--- src/design/asr_pkg.sv ---
// Constants shared by the serial receiver status and wakeup block
package asr_pkg;
   // -----------------------------------------------------------------
   // Register byte offsets
   // -----------------------------------------------------------------
   localparam logic [7:0] CTRL1_OFS = 8'h00;
   localparam logic [7:0] CTRL2_OFS = 8'h04;
   localparam logic [7:0] CTRL3_OFS = 8'h08;
   localparam logic [7:0] STAT1_OFS = 8'h0C;
   localparam logic [7:0] DATA_OFS  = 8'h10;
   localparam logic [7:0] PDIR_OFS  = 8'h14;
   // -----------------------------------------------------------------
   // Field positions
   // -----------------------------------------------------------------
   localparam int C1_EN    = 0;
   localparam int C1_NINE  = 1;
   localparam int C1_WAKE  = 2;
   localparam int C1_ILSEL = 3;
   localparam int C1_PEN   = 4;
   localparam int C1_PODD  = 5;
   localparam int C2_RXEN  = 0;
   localparam int C2_SBY   = 1;
   localparam int C2_RFIE  = 2;
   localparam int C2_IDLE_IRQ_ENABLE  = 3;
   localparam int C3_OVERRUN_IRQ_ENABLE  = 0;
   localparam int C3_NOISE_IRQ_ENABLE  = 1;
   localparam int C3_FRAMING_IRQ_ENABLE  = 2;
   localparam int C3_PARITY_IRQ_ENABLE  = 3;
   localparam int C3_R8    = 4;
   localparam int S1_FULL  = 0;
   localparam int S1_IDLE  = 1;
   localparam int S1_OR    = 2;
   localparam int S1_NF    = 3;
   localparam int S1_FE    = 4;
   localparam int S1_PE    = 5;
   localparam int PD_RX    = 4;
   localparam int PD_TX    = 5;
   // -----------------------------------------------------------------
   // Reset values
   // -----------------------------------------------------------------
   localparam logic [5:0] CTRL1_RST = 6'h00;
   localparam logic [3:0] CTRL2_RST = 4'h0;
   localparam logic [3:0] CTRL3_RST = 4'h0;
   localparam logic [7:0] PDIR_RST  = 8'h00;
   // -----------------------------------------------------------------
   // Oversampling counts, in sampling ticks; stop indices in bit times
   // -----------------------------------------------------------------
   localparam logic [4:0] TICKS_PER_BIT = 5'd16;
   localparam logic [4:0] VERIFY_LAST   = 5'd7;
   localparam logic [4:0] SAMPLE_FIRST  = 5'd8;
   localparam logic [4:0] SAMPLE_LAST   = 5'd10;
   localparam logic [3:0] STOP_IDX_8    = 4'd9;
   localparam logic [3:0] STOP_IDX_9    = 4'd10;
   localparam logic [7:0] IDLE_TICKS_8  = 8'd160;
   localparam logic [7:0] IDLE_TICKS_9  = 8'd176;
   // Receiver sequencer
   typedef enum logic {RX_HUNT = 1'b0, RX_SHIFT = 1'b1} asr_rx_state_t;
endpackage

--- src/design/asr_receiver.sv ---
// Receive status, wakeup, error and pin override logic with APB registers
`timescale 1ns/100ps
`default_nettype none
// How it works
// - Stop bit sampling to zero sets the framing error flag.
// - A break character sets the framing error flag too.
// - Framing error sets in the same cycle as receive full.
// - One stop sample off gives noise; two or more give framing error.
// - Sampling counter restarts on each valid falling edge in a data bit outside the sample window.
// - Stop sampled at nine or ten bit times plus ten ticks.
// - Standby bit set suppresses all receiver interrupt requests.
// - Address mark wakeup: msb of one clears standby and sets full.
// - Idle wakeup: idle clears standby, sets neither idle nor full.
// - Idle select chooses where the count of ones begins.
// - Idle select one counts after stop, zero after start; resets zero.
// - Standby set on an already idle line may wake at once.
// - Full flag sets on transfer to data register; gated receive request.
// - Idle flag after 10 or 11 ones; gated by idle enable.
// - Overrun keeps old character, drops new; gated error request.
// - Noise on start, data or stop sets noise flag; gated request.
// - Framing error requests only with its enable set.
// - Parity failure sets parity flag; gated error request.
// - Module runs in wait mode; enabled requests stay live.
// - Stop mode halts, keeps registers, drops character in progress.
// - Enabled module forces the transmit pin to output.
// - Enabled module forces the receive pin to input.
module asr_receiver
(
   input  wire logic        mclk,
   input  wire logic        resetn,
   input  wire logic        psel,
   input  wire logic        penable,
   input  wire logic        pwrite,
   input  wire logic [7:0]  paddr,
   input  wire logic [31:0] pwdata,
   output logic      [31:0] prdata,
   output logic             pready,
   output logic             pslverr,
   input  wire logic        oversample_tick,
   input  wire logic        rxd_in,
   input  wire logic        stop_mode,
   output logic             rx_irq,
   output logic             err_irq,
   output logic             txd_oe,
   output logic             rxd_oe
);
   import asr_pkg::*;

   // -----------------------------------------------------------------
   // Declarations
   // -----------------------------------------------------------------
   logic [5:0]    ctrl1_reg;
   logic [3:0]    ctrl2_reg;
   logic [3:0]    ctrl3_reg;
   logic [5:0]    stat1_reg;
   logic [7:0]    pdir_reg;
   logic [7:0]    rdata_reg;
   logic          r8_reg;
   logic          stat_seen_reg;
   asr_rx_state_t state_reg;
   logic [4:0]    rt_reg;
   logic [3:0]    bit_reg;
   logic [2:0]    hist_reg;
   logic [1:0]    samp_reg;
   logic [8:0]    shift_reg;
   logic          last_bit_reg;
   logic          noise_reg;
   logic [7:0]    ones_reg;
   logic          idle_armed_reg;
   logic          setup;
   logic          acc;
   logic          wr;
   logic          rd_data;
   logic          active;
   logic          tick;
   logic          maj;
   logic          diff;
   logic [3:0]    stop_idx;
   logic [7:0]    idle_lim;
   logic          at_stop;
   logic          done;
   logic          idle_hit;
   logic          msb;
   logic          par_err;
   logic          resync;
   logic          wake_addr;
   logic          wake_idle;
   logic          load;
   logic          clr_flags;

   // -----------------------------------------------------------------
   // Bus decode
   // -----------------------------------------------------------------
   // Zero wait states: pready is raised from the setup cycle
   assign setup   = psel & ~penable;
   assign acc     = psel & penable & pready;
   assign wr      = acc & pwrite;
   assign rd_data = acc & ~pwrite & (paddr == DATA_OFS);

   always_ff @(posedge mclk or negedge resetn)
   begin
      if (!resetn)
      begin
         pready  <= 1'b0;
         pslverr <= 1'b0;
         prdata  <= 32'h0000_0000;
      end
      else
      begin
         pready  <= setup;
         pslverr <= 1'b0;
         prdata  <= 32'h0000_0000;
         if (setup)
         begin
            case (paddr)
               CTRL1_OFS: prdata <= {26'h0, ctrl1_reg};
               CTRL2_OFS: prdata <= {28'h0, ctrl2_reg};
               CTRL3_OFS: prdata <= {27'h0, r8_reg, ctrl3_reg};
               STAT1_OFS: prdata <= {26'h0, stat1_reg};
               DATA_OFS:  prdata <= {24'h0, rdata_reg};
               PDIR_OFS:  prdata <= {24'h0, pdir_reg};
               default:   pslverr <= 1'b1;
            endcase
         end
      end
   end

   // -----------------------------------------------------------------
   // Control registers
   // -----------------------------------------------------------------
   // Registers only hold in stop mode; nothing here needs the clock gated
   always_ff @(posedge mclk or negedge resetn)
   begin
      if (!resetn)
      begin
         ctrl1_reg <= CTRL1_RST;
         ctrl3_reg <= CTRL3_RST;
         pdir_reg  <= PDIR_RST;
      end
      else if (wr)
      begin
         if (paddr == CTRL1_OFS)
            ctrl1_reg <= pwdata[5:0];
         if (paddr == CTRL3_OFS)
            ctrl3_reg <= pwdata[3:0];
         if (paddr == PDIR_OFS)
            pdir_reg <= pwdata[7:0];
      end
   end

   // Standby bit: software sets it, a wake condition clears it
   always_ff @(posedge mclk or negedge resetn)
   begin
      if (!resetn)
         ctrl2_reg <= CTRL2_RST;
      else
      begin
         if (wr && paddr == CTRL2_OFS)
            ctrl2_reg <= pwdata[3:0];
         if (wake_addr || wake_idle)
            ctrl2_reg[C2_SBY] <= 1'b0;
      end
   end

   // -----------------------------------------------------------------
   // Receive sampling
   // -----------------------------------------------------------------
   // Stop mode freezes the tick, so a character in flight is abandoned
   assign active   = ctrl1_reg[C1_EN] & ctrl2_reg[C2_RXEN] & ~stop_mode;
   assign tick     = active & oversample_tick;
   assign maj      = (samp_reg[0] & samp_reg[1]) | (samp_reg[0] & rxd_in)
                   | (samp_reg[1] & rxd_in);
   assign diff     = (samp_reg[0] != samp_reg[1]) | (samp_reg[1] != rxd_in);
   assign stop_idx = ctrl1_reg[C1_NINE] ? STOP_IDX_9 : STOP_IDX_8;
   assign at_stop  = (bit_reg == stop_idx);
   assign done     = tick & (state_reg == RX_SHIFT) & at_stop
                   & (rt_reg == SAMPLE_LAST);
   // Valid falling edge after a sampled one, outside the sample window;
   // late edges (slow sender) land early in the next bit, so both ends count
   assign resync   = (state_reg == RX_SHIFT) & ~at_stop & (bit_reg != 4'd0)
                   & last_bit_reg & hist_reg[0] & ~rxd_in
                   & ((rt_reg > SAMPLE_LAST) | (rt_reg < SAMPLE_FIRST));

   always_ff @(posedge mclk or negedge resetn)
   begin
      if (!resetn)
         hist_reg <= 3'b000;
      else if (tick)
         hist_reg <= {hist_reg[1:0], rxd_in};
      else if (!active)
         hist_reg <= 3'b000;
   end

   // Sequencer: start hunt, then bit counting at sixteen ticks a bit
   always_ff @(posedge mclk or negedge resetn)
   begin
      if (!resetn)
      begin
         state_reg <= RX_HUNT;
         rt_reg    <= 5'd0;
         bit_reg   <= 4'd0;
      end
      else if (!active)
      begin
         state_reg <= RX_HUNT;
         rt_reg    <= 5'd0;
         bit_reg   <= 4'd0;
      end
      else if (tick)
      begin
         case (state_reg)
            RX_HUNT:
            begin
               if (hist_reg == 3'b111 && !rxd_in)
               begin
                  state_reg <= RX_SHIFT;
                  rt_reg    <= 5'd1;
                  bit_reg   <= 4'd0;
               end
            end
            RX_SHIFT:
            begin
               if (done)
                  state_reg <= RX_HUNT;
               else if (bit_reg == 4'd0 && rt_reg == VERIFY_LAST
                        && (samp_reg[0] + samp_reg[1] + rxd_in) > 2'd1)
                  state_reg <= RX_HUNT;           // False start
               else if (resync)
               begin
                  rt_reg  <= 5'd1;
                  if (rt_reg > SAMPLE_LAST)
                     bit_reg <= bit_reg + 4'd1;
               end
               else if (rt_reg == TICKS_PER_BIT)
               begin
                  rt_reg  <= 5'd1;
                  bit_reg <= bit_reg + 4'd1;
               end
               else
                  rt_reg <= rt_reg + 5'd1;
            end
            default:
               state_reg <= RX_HUNT;
         endcase
      end
   end

   // Samples, noise accumulation and shift register
   always_ff @(posedge mclk or negedge resetn)
   begin
      if (!resetn)
      begin
         samp_reg     <= 2'b00;
         shift_reg    <= 9'h000;
         last_bit_reg <= 1'b0;
         noise_reg    <= 1'b0;
      end
      else if (tick && state_reg == RX_HUNT)
         noise_reg <= 1'b0;
      else if (tick)
      begin
         if (bit_reg == 4'd0 && (rt_reg == 5'd3 || rt_reg == 5'd5))
            samp_reg <= {samp_reg[0], rxd_in};
         if (rt_reg == SAMPLE_FIRST || rt_reg == 5'd9)
            samp_reg <= {samp_reg[0], rxd_in};
         if ((bit_reg == 4'd0 && rt_reg == VERIFY_LAST) || rt_reg == SAMPLE_LAST)
         begin
            if (diff || (bit_reg == 4'd0 && rt_reg == SAMPLE_LAST && maj))
               noise_reg <= 1'b1;
         end
         if (rt_reg == SAMPLE_LAST)
         begin
            last_bit_reg <= maj;
            if (bit_reg != 4'd0 && !at_stop)
               shift_reg[bit_reg - 4'd1] <= maj;
         end
      end
   end

   // -----------------------------------------------------------------
   // Character completion and status flags
   // -----------------------------------------------------------------
   assign msb     = ctrl1_reg[C1_NINE] ? shift_reg[8] : shift_reg[7];
   assign par_err = ctrl1_reg[C1_PEN] & ((ctrl1_reg[C1_NINE] ? ^shift_reg
                   : ^shift_reg[7:0]) != ctrl1_reg[C1_PODD]);
   assign wake_addr = done & ctrl2_reg[C2_SBY] & ctrl1_reg[C1_WAKE] & msb;
   assign idle_lim  = ctrl1_reg[C1_NINE] ? IDLE_TICKS_9 : IDLE_TICKS_8;
   assign idle_hit  = (ones_reg == idle_lim);
   // Level test, so a line already idle wakes at once
   assign wake_idle = ctrl2_reg[C2_SBY] & ~ctrl1_reg[C1_WAKE] & idle_hit
                    & active;
   assign load      = done & (~ctrl2_reg[C2_SBY] | wake_addr);
   assign clr_flags = rd_data & stat_seen_reg;

   // Data register keeps the old character on overrun
   always_ff @(posedge mclk or negedge resetn)
   begin
      if (!resetn)
      begin
         rdata_reg <= 8'h00;
         r8_reg    <= 1'b0;
      end
      else if (load && !(stat1_reg[S1_FULL] && !clr_flags))
      begin
         rdata_reg <= shift_reg[7:0];
         r8_reg    <= msb;
      end
   end

   // Status read arms the clear, data read completes it
   always_ff @(posedge mclk or negedge resetn)
   begin
      if (!resetn)
         stat_seen_reg <= 1'b0;
      else if (acc && !pwrite)
         stat_seen_reg <= (paddr == STAT1_OFS);
   end

   // Set wins over the clear in the same cycle
   always_ff @(posedge mclk or negedge resetn)
   begin
      if (!resetn)
         stat1_reg <= 6'h00;
      else
      begin
         if (clr_flags)
            stat1_reg <= 6'h00;
         if (load)
         begin
            if (stat1_reg[S1_FULL] && !clr_flags)
               stat1_reg[S1_OR] <= 1'b1;
            else
            begin
               stat1_reg[S1_FULL] <= 1'b1;
               stat1_reg[S1_FE]   <= ~maj;
               stat1_reg[S1_NF]   <= noise_reg | diff;
               stat1_reg[S1_PE]   <= par_err;
            end
         end
         if (idle_hit && idle_armed_reg && !ctrl2_reg[C2_SBY])
            stat1_reg[S1_IDLE] <= 1'b1;
      end
   end

   // Count ticks of ones; select decides whether a character body counts
   always_ff @(posedge mclk or negedge resetn)
   begin
      if (!resetn)
      begin
         ones_reg       <= 8'd0;
         idle_armed_reg <= 1'b0;
      end
      else
      begin
         if (tick)
         begin
            if (!rxd_in)
               ones_reg <= 8'd0;
            else if (state_reg == RX_SHIFT && ctrl1_reg[C1_ILSEL])
               ones_reg <= 8'd0;
            else if (state_reg == RX_SHIFT && bit_reg == 4'd0)
               ones_reg <= 8'd0;
            else if (!idle_hit)
               ones_reg <= ones_reg + 8'd1;
         end
         if (done)
            idle_armed_reg <= 1'b1;
         else if (idle_hit)
            idle_armed_reg <= 1'b0;
      end
   end

   // -----------------------------------------------------------------
   // Interrupt requests and pin direction
   // -----------------------------------------------------------------
   // Requests stay live in wait mode so they can wake the core
   always_ff @(posedge mclk or negedge resetn)
   begin
      if (!resetn)
      begin
         rx_irq  <= 1'b0;
         err_irq <= 1'b0;
      end
      else
      begin
         rx_irq  <= ~ctrl2_reg[C2_SBY]
                  & ((stat1_reg[S1_FULL] & ctrl2_reg[C2_RFIE])
                  | (stat1_reg[S1_IDLE] & ctrl2_reg[C2_IDLE_IRQ_ENABLE]));
         err_irq <= ~ctrl2_reg[C2_SBY]
                  & ((stat1_reg[S1_OR] & ctrl3_reg[C3_OVERRUN_IRQ_ENABLE])
                  | (stat1_reg[S1_NF] & ctrl3_reg[C3_NOISE_IRQ_ENABLE])
                  | (stat1_reg[S1_FE] & ctrl3_reg[C3_FRAMING_IRQ_ENABLE])
                  | (stat1_reg[S1_PE] & ctrl3_reg[C3_PARITY_IRQ_ENABLE]));
      end
   end

   always_ff @(posedge mclk or negedge resetn)
   begin
      if (!resetn)
      begin
         txd_oe <= 1'b0;
         rxd_oe <= 1'b0;
      end
      else
      begin
         txd_oe <= ctrl1_reg[C1_EN] | pdir_reg[PD_TX];
         rxd_oe <= ~ctrl1_reg[C1_EN] & pdir_reg[PD_RX];
      end
   end
endmodule
`default_nettype wire

--- config.mk ---
export PLATFORM = sky130hd
export DESIGN_NAME = asr_receiver
export DESIGN_NICKNAME = d
export VERILOG_FILES = /design/src/design/asr_pkg.sv /design/src/design/asr_receiver.sv
export SDC_FILE = /design/constraint.sdc
export NUM_CORES = 1
export LEC_CHECK = 0
export BUFFER_PORTS_ARGS = -buffer_cell sky130_fd_sc_hd__buf_2
export CAP_MARGIN = 10
export CORE_UTILIZATION = 30
export CTS_CLUSTER_DIAMETER = 60
export DETAILED_ROUTE_END_ITERATION = 10
export GPL_TIMING_DRIVEN = 0
export PLACE_DENSITY = 0.53
export SYNTH_ARGS = -nofsm -noshare
export SYNTH_HDL_FRONTEND = slang
export SYNTH_SLANG_ARGS = --single-unit
--- constraint.sdc ---
create_clock -name mclk -period 2.7 [get_ports mclk]
set_input_delay 0.27 -clock mclk [delete_from_list [all_inputs] [get_ports mclk]]
set_output_delay 0.27 -clock mclk [all_outputs]
set_load 0.03 [all_outputs]
# Word-level counts from Yosys, hierarchy flattened
# Cells that the tools add are included.
classes:
  reduce_logical: 51
  mux: 57
  n_addsub: 6
  eq_ne: 25
  bitwise_logic: 61
  order_cmp: 5
op_table:
  columns: ["cell", "n"]
  rows:
  - ["$pmux W8 S6", 1]
  - ["$mux W5", 8]
  - ["$and A1 B1 Y1", 39]
  - ["$mux W4", 9]
  - ["$mux W32", 1]
  - ["$mux W8", 4]
  - ["$mux W1", 21]
  - ["$logic_and A1 B1 Y1", 17]
  - ["$eq A8 B4 Y1 const B", 2]
  - ["$eq A8 B5 Y1 const B", 2]
  - ["$eq A5 B4 Y1 const B", 3]
  - ["$reduce_bool A2 Y1", 7]
  - ["$not A1 Y1", 11]
  - ["$or A1 B1 Y1", 11]
  - ["$eq A5 B3 Y1 const B", 2]
  - ["$pmux W5 S2", 1]
  - ["$bwmux W9", 1]
  - ["$mux W3", 3]
  - ["$ne A3 B3 Y1 const B", 3]
  - ["$reduce_and A3 Y1", 3]
  - ["$reduce_xor A9 Y1", 1]
  - ["$add A8 B1 Y8 const B", 1]
  - ["$eq A8 B3 Y1 const B", 1]
  - ["$eq A8 B8 Y1", 1]
  - ["other kinds (33)", 52]
totals:
  in_bits: 48
  word_cells: 232
  output_inout_bits: 38
  reg_bits: 111

# Longest topological paths before layout
depth:
  depth_word: 15
  mapped_depth: 10
  depth_no_buf: 8

# Worst setup path before layout
# Ideal clock, no wire load.
synth_timing:
  path_kind: "register to register"
  from: "reg bit_reg[0]"
  to: "reg bit_reg[0]"
  setup_time_ns: 0.119
  setup_slack_ns: 0.287
  path_buffers: 2
  synth_period_minus_slack_ns: 2.413
  required_time_ns: 2.581
  t_arrival_ns: 2.295
  path_stages_with_launch: 11
  path_cell_list: "dfrtp_1 -> buf_6 -> inv_1 -> ha_1 -> buf_2 -> or4b_4 -> nor4_2 -> a211oi_1 -> o221ai_2 -> nor3_1 -> a21o_2"
synth_via:
  elab_chain_len: 14
  word_cells_on_any_way: 28
  classes_between: "add/sub (1); eq/ne (5); mux (8); bitwise (9); reduce/logical (5)"
synth_lines:
  columns: ["item", "line", "source"]
  rows:
  - ["start, declared", "asr_receiver.sv:62", "logic [3:0] bit_reg;"]
  - ["start signal, assigned", "asr_receiver.sv:232", "bit_reg <= bit_reg + 4'd1;"]
  - ["start signal, assigned", "asr_receiver.sv:237", "bit_reg <= bit_reg + 4'd1;"]
  - ["$eq A4 B4 Y1", "asr_receiver.sv:175", "assign at_stop = (bit_reg == stop_idx);"]
  - ["$not A1 Y1", "asr_receiver.sv:180", "assign resync = (state_reg == RX_SHIFT) & ~at_stop & (bit_reg != 4'd0)"]
  - ["$and A1 B1 Y1 (2 in a row)", "asr_receiver.sv:180", null]
  - ["$and A1 B1 Y1 (3 in a row)", "asr_receiver.sv:181", "& last_bit_reg & hist_reg[0] & ~rxd_in"]
  - ["$and A1 B1 Y1", "asr_receiver.sv:182", "& ((rt_reg > SAMPLE_LAST) | (rt_reg < SAMPLE_FIRST));"]
  - ["$mux W4", "asr_receiver.sv:228", "else if (resync)"]
  - ["$mux W4", "asr_receiver.sv:225", "else if (bit_reg == 4'd0 && rt_reg == VERIFY_LAST"]
  - ["$mux W4", "asr_receiver.sv:223", "if (done)"]
  - ["$pmux W4 S2", "asr_receiver.sv:211", "case (state_reg)"]
  - ["$mux W4", "asr_receiver.sv:209", "else if (tick)"]
  - ["$mux W4", "asr_receiver.sv:203", "else if (!active)"]
# Parallel ways exist; a longest one is shown, timed or not. The select of a mux whose other input is x is not followed.
# A chain may end at the register's enable or synchronous reset.

# Final worst setup path
# Ends and elaborated chain as after synthesis.

==> metrics.txt <==
diode count 0; Mapped Cells 450; 1st-iter DRT viols 184; crit path capture type flip-flop; Worst Setup SP bit_reg[0]; initial antenna violation count 0; fin crit share 94.08%; I/O pin cnt 86; vias in the first global route 3413; unrepaired setup endpoints after global routing no; HP Class input port to flip-flop; Area contributors post-synth dfrtp_1, mux2_2, buf_4; Ys Warns 0; overall routing resource usage 13.23%; Die H 128.5 um; clock root cell clkbuf_16; layout cell share with drive strength beyond 1 29.66%; Area Growth Syn to Fin 18.62%; Detail Placement HPWL 7929 um; Hold Crit Start pwdata[6]; post-synth top area share 45.38%; H-tree levels 3; CTS Buf Count 9; Routed WL 10460 um; via total after detailed routing 3538; highest clock rate 0.3937 GHz; vias per cell 4.801; drt wl/cell 14.20 um; row count 45; Slew @ Worst Pin 0.7469 ns; largest net degree at the start of global routing 48; syn_area_per_cell 10.66 sq um; Clock Skew 0.01098 ns; grt total ovfl 0; Routed Antenna Nets 0; clock slew at reported path FFs 0.07 ns; Hold Fails Final Rpt 0; Sink Count 87; most common cell in the netlist dfrtp_1; Leak Pwr 2.669 nW; Critical Path AT 2.77 ns; Die ar. 16500 sq um; Netlist cell types 64; Final setup violation count 0; Tmin final 2.540 ns; asr flop ratio synth 100.0%; area leader, netlist dfrtp_1; register area share after synthesis 45.38%; nets 583; CTS tree built; max-slew violations 0; routability cong. 0.8074; worst reg2reg path startpoint bit_reg[0]; maxcap violations 0; CP max FO 10; Initial Util 31.09%; crit path kind flip-flop to flip-flop; status complete, no violations; Sum Neg Setup Slack 0 ns; Core Footprint 15430 sq um; Seq cells post-synth 87; VDD IR max 0.2958 mV; commonest cells in the netlist dfrtp_1, mux2_2, nand2_1; Post-Syn Area 4797 sq um; Required @ worst endpoint 2.93 ns; startpoint types flip-flop; die width 128.5 um; count of TritonRoute iterations in the first routing pass 4; slew margin rel. 49.79%; clk buf depth 2; Synth Flop Type dfrtp_1; Largest register FFs 9; Post-route DRC 0; first-pass GRT wire length 17150 um; EDFF count, synth 0; port buffer count 35; final core occ 36.89%; Clk Latency, worst-skew pair 0.34 ns; power per cell area 491.2 nW/um^2
==> per-layer routing <==
metal | track usage, % | vias to the layer above | wire length, um
met5 | 0 | - | 0
met4 | 4.014 | 0 | 89
met3 | 3.035 | 10 | 491
met2 | 21.88 | 85 | 5008
met1 | 17.20 | 1730 | 4873
li1 | - | 1713 | -
==> final timing paths <==
check | to | slack, ns | depth (start not counted)
min in group asynchronous | ctrl1_reg[2] | 0.47 | 2
hold / removal | pdir_reg[6] | 0.16 | 2
max in group asynchronous | bit_reg[0] | 1.59 | 3
setup / recovery | bit_reg[0] | 0.16 | 10
hold reg to reg | ones_reg[7] | 0.48 | 1
setup reg to reg | bit_reg[0] | 0.16 | 10
==> through the flow <==
step           total power, W  cells  hold slack, ns  worst slack (ns)  instance area [sq um]
6_report             0.002795    737          0.1608            0.1598                   5690
5_1_grt              0.002889    737          0.1590          0.001273                   5690
4_1_cts              0.002830    737          0.1566           0.02360                   5675
3_5_place_dp         0.001514    720          0.3033           0.03373                   5353
3_3_place_gp         0.001507    719          0.4617           0.07087                   5323
2_1_floorplan        0.001448    473        -0.02559            0.2865                   4883
==> cells by family after synthesis <==
kind of cell             count (synthesis)  synth area share, %
XOR/XNOR                                10                1.826
flip-flops                              87                45.38
multiplexers                            54                13.67
adder cells (fa/ha/maj)                 14                3.652
AO/OA/AOI/OAI                           91                12.81
AND/OR/NAND/NOR                        136                15.23
buffers and inverters                   57                7.355
other                                    1              0.07817
==> critical path, stage by stage (launching register included) <==
cell,delay [ns]
dfrtp_2,0.44
buf_6,0.14
inv_1,0.10
ha_1,0.15
clkbuf_4,0.18
or4b_4,0.52
nor4_4,0.18
a211oi_1,0.12
o221ai_2,0.34
nor3_1,0.08
a21o_2,0.19
==> power breakdown <==
part	leakage [nW]	switching [W]	internal, W
combinational	1.32	0.000115	0.0000579
clock	0.154	0.000550	0.000756
sequential	1.19	0.00000608	0.00131
==> repair_timing <==
action | in CTS | in global routing
setup buffers | 0 | 0
setup endpoints to repair | 0 | 11
hold buffers | 1 | 0
endpoints found under the hold margin | 40 | 0
gates resized for setup | 0 | 4
==> final cells by class <==
class	count	area, sq um
fillers	1586	9737
multi-input cells	329	2365
flip-flops and latches	87	2178
plain buffers	44	306.5
well taps	211	264.0
clock buffers	10	239.0
repair buffers	37	215.2
clock inverters	6	73.82
inverters	13	48.80
==> layout by cell type, fill, tap and decap left out, types with 3 or more instances in the layout <==
| master | count |
|---|---|
| dfrtp_1 | 86 |
| mux2_2 | 40 |
| nand2_1 | 38 |
| buf_2 | 34 |
| o21ai_0 | 32 |
| nor2_1 | 28 |
| buf_4 | 27 |
| conb_1 | 24 |
| a21oi_1 | 16 |
| nand3_1 | 14 |
| ha_1 | 14 |
| inv_1 | 13 |
| a22oi_1 | 12 |
| clkbuf_1 | 10 |
| clkbuf_16 | 9 |
| xnor2_1 | 8 |
| mux2i_1 | 7 |
| nor3_1 | 6 |
| nand4_1 | 6 |
| nand2b_1 | 5 |
| a31oi_1 | 5 |
| buf_6 | 5 |
| nand3b_1 | 4 |
| mux4_2 | 4 |
| a21o_1 | 4 |
| nand4b_1 | 4 |
| a211oi_1 | 3 |
| or3_1 | 3 |
| and2b_2 | 3 |
| mux2_4 | 3 |
| inv_6 | 3 |
Power figures use the tool's default switching activity.
